File: config.mk
export PLATFORM = sky130hd
export DESIGN_NAME = bsct_exec
export DESIGN_NICKNAME = d
export VERILOG_FILES = /design/src/verilog/bsct_pkg.sv /design/src/verilog/bsct_file_mem.sv /design/src/verilog/bsct_exec.sv
export SDC_FILE = /design/constraint.sdc
export NUM_CORES = 1
export LEC_CHECK = 0
export BUFFER_PORTS_ARGS = -buffer_cell sky130_fd_sc_hd__buf_2
export CORE_UTILIZATION = 50
export CTS_CLUSTER_DIAMETER = 150
export DETAILED_ROUTE_END_ITERATION = 7
export PLACE_DENSITY = 0.74
export SYNTH_ARGS = -nofsm -noshare
export SYNTH_HDL_FRONTEND = slang
export SYNTH_SLANG_ARGS = --single-unit
File: constraint.sdc
create_clock -name clk_i -period 5.8 [get_ports clk_i]
set_input_delay 0 -clock clk_i [delete_from_list [all_inputs] [get_ports clk_i]]
set_output_delay 0 -clock clk_i [all_outputs]
set_load 0.01 [all_outputs]
File: src/verilog/bsct_pkg.sv
// constants and types for the single-bit instruction execute block
// assumes 12-bit instruction words and a 32 x 8-bit file register array
package bsct_pkg;
    localparam int INSTR_W = 12;
    localparam int DATA_W = 8;
    localparam int ADDR_W = 5;
    localparam int BIT_W = 3;
    localparam int FILE_DEPTH = 32;
    localparam int OPC_MSB = 11;
    localparam int OPC_LSB = 8;
    localparam int BIT_MSB = 7;
    localparam int BIT_LSB = 5;
    localparam int ADDR_MSB = 4;
    localparam int ADDR_LSB = 0;
    localparam logic [3:0] OPC_BIT_CLEAR = 4'h4;
    localparam logic [3:0] OPC_BIT_SET = 4'h5;
    localparam logic [3:0] OPC_BIT_TEST_SKIP_ZERO = 4'h6;
    localparam logic [DATA_W-1:0] FILE_RESET = 8'h00;
    localparam logic [INSTR_W-1:0] INSTR_RESET = 12'h000;

    typedef enum logic [1:0] {
        BSCT_OTHER_OP,
        BSCT_BIT_CLEAR_OP,
        BSCT_BIT_SET_OP,
        BSCT_BIT_TEST_SKIP_IF_ZERO_OP
    } bsct_kind_e;
endpackage

File: src/verilog/bsct_file_mem.sv
// file register array, 32 words of 8 bits, one write and two registered reads
// assumes one clock; a read of the address written in the same cycle sees the new value
`timescale 1ns/1ps
module bsct_file_mem
    import bsct_pkg::*;
(
    input wire logic clk_i,
    input wire logic reset_n_i,
    input wire logic wr_en_i,
    input wire logic [ADDR_W-1:0] wr_addr_i,
    input wire logic [DATA_W-1:0] wr_data_i,
    input wire logic [ADDR_W-1:0] rd_addr_i,
    output logic [DATA_W-1:0] rd_data_o,
    input wire logic [ADDR_W-1:0] dbg_addr_i,
    output logic [DATA_W-1:0] dbg_data_o
);
    logic [DATA_W-1:0] mem_r [FILE_DEPTH];
    logic [DATA_W-1:0] mem_nxt [FILE_DEPTH];
    logic [DATA_W-1:0] rd_nxt;
    logic [DATA_W-1:0] dbg_nxt;

    always_comb begin
        mem_nxt = mem_r;
        if (wr_en_i) begin
            mem_nxt[wr_addr_i] = wr_data_i;
        end
        rd_nxt = mem_nxt[rd_addr_i];
        dbg_nxt = mem_nxt[dbg_addr_i];
    end

    always_ff @(posedge clk_i) begin
        if (!reset_n_i) begin
            mem_r <= '{default: FILE_RESET};
            rd_data_o <= FILE_RESET;
            dbg_data_o <= FILE_RESET;
        end else begin
            mem_r <= mem_nxt;
            rd_data_o <= rd_nxt;
            dbg_data_o <= dbg_nxt;
        end
    end
endmodule

File: src/verilog/bsct_exec.sv
// decode and execute of the bit clear, bit set and bit test skip-if-zero instructions
// assumes one instruction word per clock (one instruction cycle) when instr_valid_i is high;
// other instructions of the core write the file through the ext write port
`timescale 1ns/1ps

// Notes on behaviour
// - top nibble 0100 clears bit 7:5 of file register addressed by bits 4:0
// - top nibble 0101 sets that bit, same field layout as clear
// - register operand covers addresses 0 to 31, bit operand covers 0 to 7
// - top nibble 0110 tests the bit, skips the next instruction when zero
// - taken skip discards the prefetched instruction, a no-op runs, two cycles total
module bsct_exec
    import bsct_pkg::*;
(
    input wire logic clk_i,
    input wire logic reset_n_i,
    input wire logic instr_valid_i,
    input wire logic [INSTR_W-1:0] instr_i,
    input wire logic ext_wr_en_i,
    input wire logic [ADDR_W-1:0] ext_wr_addr_i,
    input wire logic [DATA_W-1:0] ext_wr_data_i,
    input wire logic [ADDR_W-1:0] dbg_addr_i,
    output logic [DATA_W-1:0] dbg_data_o,
    output logic op_done_o,
    output bsct_kind_e op_kind_o,
    output logic [ADDR_W-1:0] op_addr_o,
    output logic [BIT_W-1:0] op_bit_o,
    output logic [DATA_W-1:0] op_result_o,
    output logic skip_o,
    output logic discard_o
);
    function automatic bsct_kind_e bsct_decode(input logic [INSTR_W-1:0] word);
        bsct_kind_e kind;
        case (word[OPC_MSB:OPC_LSB])
            OPC_BIT_CLEAR: kind = BSCT_BIT_CLEAR_OP;
            OPC_BIT_SET: kind = BSCT_BIT_SET_OP;
            OPC_BIT_TEST_SKIP_ZERO: kind = BSCT_BIT_TEST_SKIP_IF_ZERO_OP;
            default: kind = BSCT_OTHER_OP;
        endcase
        return kind;
    endfunction

    function automatic logic [ADDR_W-1:0] bsct_addr(input logic [INSTR_W-1:0] word);
        return word[ADDR_MSB:ADDR_LSB];
    endfunction

    function automatic logic [BIT_W-1:0] bsct_bit(input logic [INSTR_W-1:0] word);
        return word[BIT_MSB:BIT_LSB];
    endfunction

    function automatic logic [DATA_W-1:0] bsct_mask(input logic [BIT_W-1:0] pos);
        return DATA_W'(1) << pos;
    endfunction

    logic ex_valid_r;
    logic ex_valid_nxt;
    logic [INSTR_W-1:0] ex_instr_r;
    logic [INSTR_W-1:0] ex_instr_nxt;
    logic skip_pend_r;
    logic skip_pend_nxt;
    logic op_done_nxt;
    bsct_kind_e op_kind_nxt;
    logic [ADDR_W-1:0] op_addr_nxt;
    logic [BIT_W-1:0] op_bit_nxt;
    logic [DATA_W-1:0] op_result_nxt;
    logic skip_nxt;
    logic discard_nxt;

    bsct_kind_e ex_kind;
    logic [ADDR_W-1:0] ex_addr;
    logic [BIT_W-1:0] ex_bit;
    logic [DATA_W-1:0] ex_mask;
    logic [DATA_W-1:0] rd_data;
    logic [DATA_W-1:0] result;
    logic bit_wr;
    logic skip_now;
    logic kill;
    logic mem_wr_en;
    logic [ADDR_W-1:0] mem_wr_addr;
    logic [DATA_W-1:0] mem_wr_data;
    logic [ADDR_W-1:0] fetch_addr;

    // operand fetch for the incoming word, read data arrive with it in the execute stage
    bsct_file_mem u_file (
        .clk_i(clk_i),
        .reset_n_i(reset_n_i),
        .wr_en_i(mem_wr_en),
        .wr_addr_i(mem_wr_addr),
        .wr_data_i(mem_wr_data),
        .rd_addr_i(fetch_addr),
        .rd_data_o(rd_data),
        .dbg_addr_i(dbg_addr_i),
        .dbg_data_o(dbg_data_o)
    );

    // execute stage decode and bit operation
    always_comb begin
        ex_kind = bsct_decode(ex_instr_r);
        ex_addr = bsct_addr(ex_instr_r);
        ex_bit = bsct_bit(ex_instr_r);
        ex_mask = bsct_mask(ex_bit);
        result = rd_data;
        bit_wr = 1'b0;
        skip_now = 1'b0;
        if (ex_valid_r) begin
            case (ex_kind)
                BSCT_BIT_CLEAR_OP: begin
                    result = rd_data & ~ex_mask;
                    bit_wr = 1'b1;
                end
                BSCT_BIT_SET_OP: begin
                    result = rd_data | ex_mask;
                    bit_wr = 1'b1;
                end
                BSCT_BIT_TEST_SKIP_IF_ZERO_OP: begin
                    skip_now = ((rd_data & ex_mask) == FILE_RESET);
                end
                default: begin
                    result = rd_data;
                end
            endcase
        end
    end

    // file write port and operand fetch address
    always_comb begin
        fetch_addr = bsct_addr(instr_i);
        // bit op write wins over a core write in the same cycle
        mem_wr_en = bit_wr | ext_wr_en_i;
        mem_wr_addr = bit_wr ? ex_addr : ext_wr_addr_i;
        mem_wr_data = bit_wr ? result : ext_wr_data_i;
    end

    // execute stage word
    always_comb begin
        kill = instr_valid_i & (skip_now | skip_pend_r);
        ex_valid_nxt = 1'b0;
        ex_instr_nxt = ex_instr_r;
        if (instr_valid_i) begin
            ex_valid_nxt = ~kill;
            ex_instr_nxt = instr_i;
        end
    end

    always_ff @(posedge clk_i) begin
        if (!reset_n_i) begin
            ex_valid_r <= 1'b0;
            ex_instr_r <= INSTR_RESET;
        end else begin
            ex_valid_r <= ex_valid_nxt;
            ex_instr_r <= ex_instr_nxt;
        end
    end

    // pending skip waits for the next valid word
    always_comb begin
        skip_pend_nxt = skip_pend_r;
        if (skip_now) begin
            skip_pend_nxt = 1'b1;
        end
        if (instr_valid_i) begin
            skip_pend_nxt = 1'b0;
        end
    end

    always_ff @(posedge clk_i) begin
        if (!reset_n_i) begin
            skip_pend_r <= 1'b0;
        end else begin
            skip_pend_r <= skip_pend_nxt;
        end
    end

    // finished word fields
    always_comb begin
        op_done_nxt = ex_valid_r;
        op_kind_nxt = BSCT_OTHER_OP;
        if (ex_valid_r) begin
            op_kind_nxt = ex_kind;
        end
        op_addr_nxt = ex_addr;
        op_bit_nxt = ex_bit;
        op_result_nxt = result;
    end

    always_ff @(posedge clk_i) begin
        if (!reset_n_i) begin
            op_done_o <= 1'b0;
            op_kind_o <= BSCT_OTHER_OP;
            op_addr_o <= '0;
            op_bit_o <= '0;
            op_result_o <= FILE_RESET;
        end else begin
            op_done_o <= op_done_nxt;
            op_kind_o <= op_kind_nxt;
            op_addr_o <= op_addr_nxt;
            op_bit_o <= op_bit_nxt;
            op_result_o <= op_result_nxt;
        end
    end

    // skip and discard flags
    always_comb begin
        skip_nxt = skip_now;
        discard_nxt = kill;
    end

    always_ff @(posedge clk_i) begin
        if (!reset_n_i) begin
            skip_o <= 1'b0;
            discard_o <= 1'b0;
        end else begin
            skip_o <= skip_nxt;
            discard_o <= discard_nxt;
        end
    end
endmodule

==> run_results.csv <==
group,metric,value,unit
run_status,status,"finished clean",
synth,yosys_warnings,0,
synth,synth_nets,1785,
cells_and_area,nNetsFinal,1804,
timing,max_freq,0.195,GHz
setup_path,worstSetupPathType,"register to register",
synth,syn_area,16000,um^2
setup_path,required,6.15,ns
timing,setup_viol,0,
synth,synth_cell_type_count,83,
timing,final.setup.tns,0,ns
drt,vias_per_cell,6.73,
timing,hold_viol,0,
timing,fin_ws,0.674,ns
drt,wl_per_cell,25.3,um
cts,cts_made_buffers,35,
cts,cts_tree,"yes",
synth,synth_ff_type,"dfxtp_1",
placement,gp_congestion,1.02,
power,leakage,6.51,nW
timing,period_needed,5.13,ns
timing,rsz0062_at_grt,"false",
cts,cts_root_buf,"clkbuf_16",
power,power.density,275,nW/um^2
drt,vias,14700,
cells_and_area,fillCellCount,2738,
drt,drtIter0Drc,2006,
power,internal-power,0.00362,W
synth,synth_enable_flop_cells,0,
setup_path,cp-end-kind,"register",
worst_hold_path,holdCritPathClass,"input pin to register",
synth,seq_area_frac_synth,38.3,%
cts,cts_setup_buffers,0,
drt,ant_nets,0,
drt,dr.pass1.iters,7,
cts,cts_buffer_depth,3,
die,core_area,31600,um^2
timing,tightest_slew,1.35,ns
cells_and_area,layout-drive-gt1-share,14.8,%
placement,post-dp-hpwl,37600,um
setup_path,cp-start-kind,"register",
placement,port_buffers,62,
timing,relSlewSlack,10.3,%
synth,async_flop_share,0,%
timing,hold_ws,0.0555,ns
cts,clkTransAtPathRegs,0.06,ns
timing,fin_crit_sh,88.4,%
cells_and_area,syn2layout_area_growth,11.8,%
power,ir_drop,0.207,mV
drt,routed_wl,55500,um
setup_path,cp_max_fo,18,
die,fp.dieH,181,um
timing,slew_viol_final,0,
power,p_sw,0.00131,W
drt,post-route-drc-count,0,
global_routing,overflow,0,
synth,synthCells,1748,
die,fp.dieW,181,um
die,io_pins,63,
synth,syn_area_per_cell,9.17,um^2
die,start_util,50.8,%
power,swShare,26.5,%
placement,dp_slack,0.970,ns
die,die-area,32800,um^2
setup_path,crit_arrival,5.47,ns
global_routing,grt_max_degree,105,
cells_and_area,ff_latch_area,6150,um^2
power,pwr-share-comb,11.4,%
power,seqPwrFrac,44.0,%
cells_and_area,multiInputGateArea,9300,um^2
power,pwr-share-clk,44.6,%
cts,cts.sink_count,307,
global_routing,antenna_found_initial,1,
synth,yosys_register_bits,307,
global_routing,grt_pass1_wl,83800,um
timing,finalClockSkew,0.0280,ns
global_routing,first_global_vias,13900,
die,rows,65,
global_routing,grt_usage,33.3,%
cts,cts.htree.levels,2,
run,maxCapViolCount,0,
cts,insertion_delay,0.53,ns
## power groups by stage
| stage | Sequential [W] | Clock, W | Combinational (W) |
|---|---|---|---|
| after floorplan | 0.00220 | 0 | 0.000348 |
| after global placement | 0.00221 | 0 | 0.000522 |
| after detailed placement | 0.00221 | 0 | 0.000526 |
| after CTS | 0.00217 | 0.00221 | 0.000538 |
| after global routing | 0.00217 | 0.00230 | 0.000582 |
| final | 0.00217 | 0.00220 | 0.000562 |
## area by class of cell
cell class                      count  share of cell area, %
Multi-Input combinational cell   1286                   51.9
Sequential cell                   307                   34.3
Clock buffer                       50                   5.49
Timing Repair Buffer              119                   4.34
Tap cell                          402                   2.81
Clock inverter                      9                  0.768
Inverter                           18                  0.405
Antenna cell                        1                 0.0140
## sequential cells by signal (all words and copies together) (netlist names), 2 cells and up
| register | flops |
|---|---|
| u_file.mem_r | 256 |
| ex_instr_r | 12 |
| op_result_o | 8 |
| u_file.dbg_data_o | 8 |
| u_file.rd_data_o | 8 |
| op_addr_o | 5 |
| op_bit_o | 3 |
| op_kind_o | 2 |
## what timing repair did
| action | 4_1_cts | 5_1_grt |
|---|---|---|
| resized for setup | 0 | 0 |
| endpoints found under the hold margin | 15 | 0 |
| hold buffers | 16 | 0 |
## placed cells by master, fill, tap and decap left out, types with 17 or more instances in the layout
cell	synthesis	layout
a221oi_1	21	21
mux2_2	32	32
clkbuf_16	0	36
mux4_2	22	22
buf_4	3	41
mux2i_1	280	280
nand3_1	26	26
o22ai_1	64	64
a31oi_1	18	17
o21ai_0	55	55
o221ai_1	19	19
a21oi_1	45	45
and2_1	40	40
buf_2	16	62
nand2_1	78	78
o22a_1	17	17
dfxtp_1	307	307
nor3_1	29	27
nor2_1	306	306
## worst max-delay path, stage by stage, from the launching register on
cell,delay (ns)
dfxtp_1,0.36
xor2_1,0.15
nand3b_1,0.16
ha_1,0.44
and2b_1,0.36
o21a_1,0.61
nor3_2,0.82
mux2_2,0.46
a221o_1,0.36
a211o_1,0.23
a211oi_1,0.83
a311oi_1,0.15
## cell usage after synthesis, drive strengths merged (6+ instances only)
cell type,count,share of area [%]
o31ai,8,0.37
clkbuf,103,2.4
a221o,12,0.75
a22oi,12,0.56
o21ai,62,1.9
nand3,26,0.81
nor4b,6,0.52
nor2,306,7.2
o211ai,16,0.75
nand2b,11,0.48
and2,40,1.6
o21ba,7,0.44
o22ai,64,2.5
a31oi,20,0.91
mux2,34,2.4
o22a,17,0.93
o211a,7,0.44
nand4,8,0.31
nor3,40,1.7
a221oi,21,1.1
nor4,21,1.7
o221ai,19,1.0
nand3b,9,0.42
mux2i,282,18
inv,17,0.40
buf,34,1.2
mux4,22,3.1
dfxtp,307,38
a211oi,16,0.75
nand2,78,1.8
a21oi,45,1.4
## cell families (layout without fill, tap and decap cells)
| logic type | after synthesis | count (layout) | synth area share, % |
|---|---|---|---|
| and+or+nand+nor | 577 | 577 | 18.0 |
| AOI/OAI and AO/OA | 367 | 367 | 16.2 |
| muxes | 338 | 338 | 23.2 |
| DFF | 307 | 307 | 38.3 |
| buffers and inverters | 155 | 196 | 4.03 |
| adders and majority gates | 3 | 3 | 0.234 |
| xor gates and xnor gates | 1 | 1 | 0.0546 |
| other | 0 | 1 | 0 |
## per-stage QoR
| stage | cells | power [W] | instance area, um^2 | util, % |
|---|---|---|---|---|
| finish | 2192 | 0.00493 | 17900 | 56.8 |
| global route | 2192 | 0.00505 | 17900 | 56.8 |
| CTS | 2191 | 0.00491 | 17900 | 56.8 |
| detailed placement | 2116 | 0.00274 | 16600 | 52.7 |
| global placement | 2116 | 0.00273 | 16600 | 52.7 |
| floorplan | 1748 | 0.00255 | 16000 | - |
## worst paths after layout
path	endpoint	slack, ns	cells past startpoint	start
setup / recovery	u_file.dbg_data_o[4]$_SDFF_PN0_	0.67	11	ex_instr_r[8]$_SDFFE_PN0P_
hold / removal	ex_instr_r[4]$_SDFFE_PN0P_	0.06	3	instr_i[4]
setup reg to reg	u_file.dbg_data_o[4]$_SDFF_PN0_	0.67	11	ex_instr_r[8]$_SDFFE_PN0P_
hold reg to reg	ex_valid_r$_SDFF_PN0_	0.43	1	skip_pend_r$_SDFFE_PP0P_
## routing by layer
metal | share of wire [%] | up-vias | wire (um) | GRT usage, %
met5 | 0 | - | 0 | 0
met3 | 12 | 238 | 6620 | 8.89
met1 | 39 | 7068 | 21800 | 43.0
met4 | 5.6 | 0 | 3120 | 18.0
met2 | 43 | 982 | 24000 | 50.4
li1 | - | 6458 | - | -
Power figures use the tool's default switching activity.
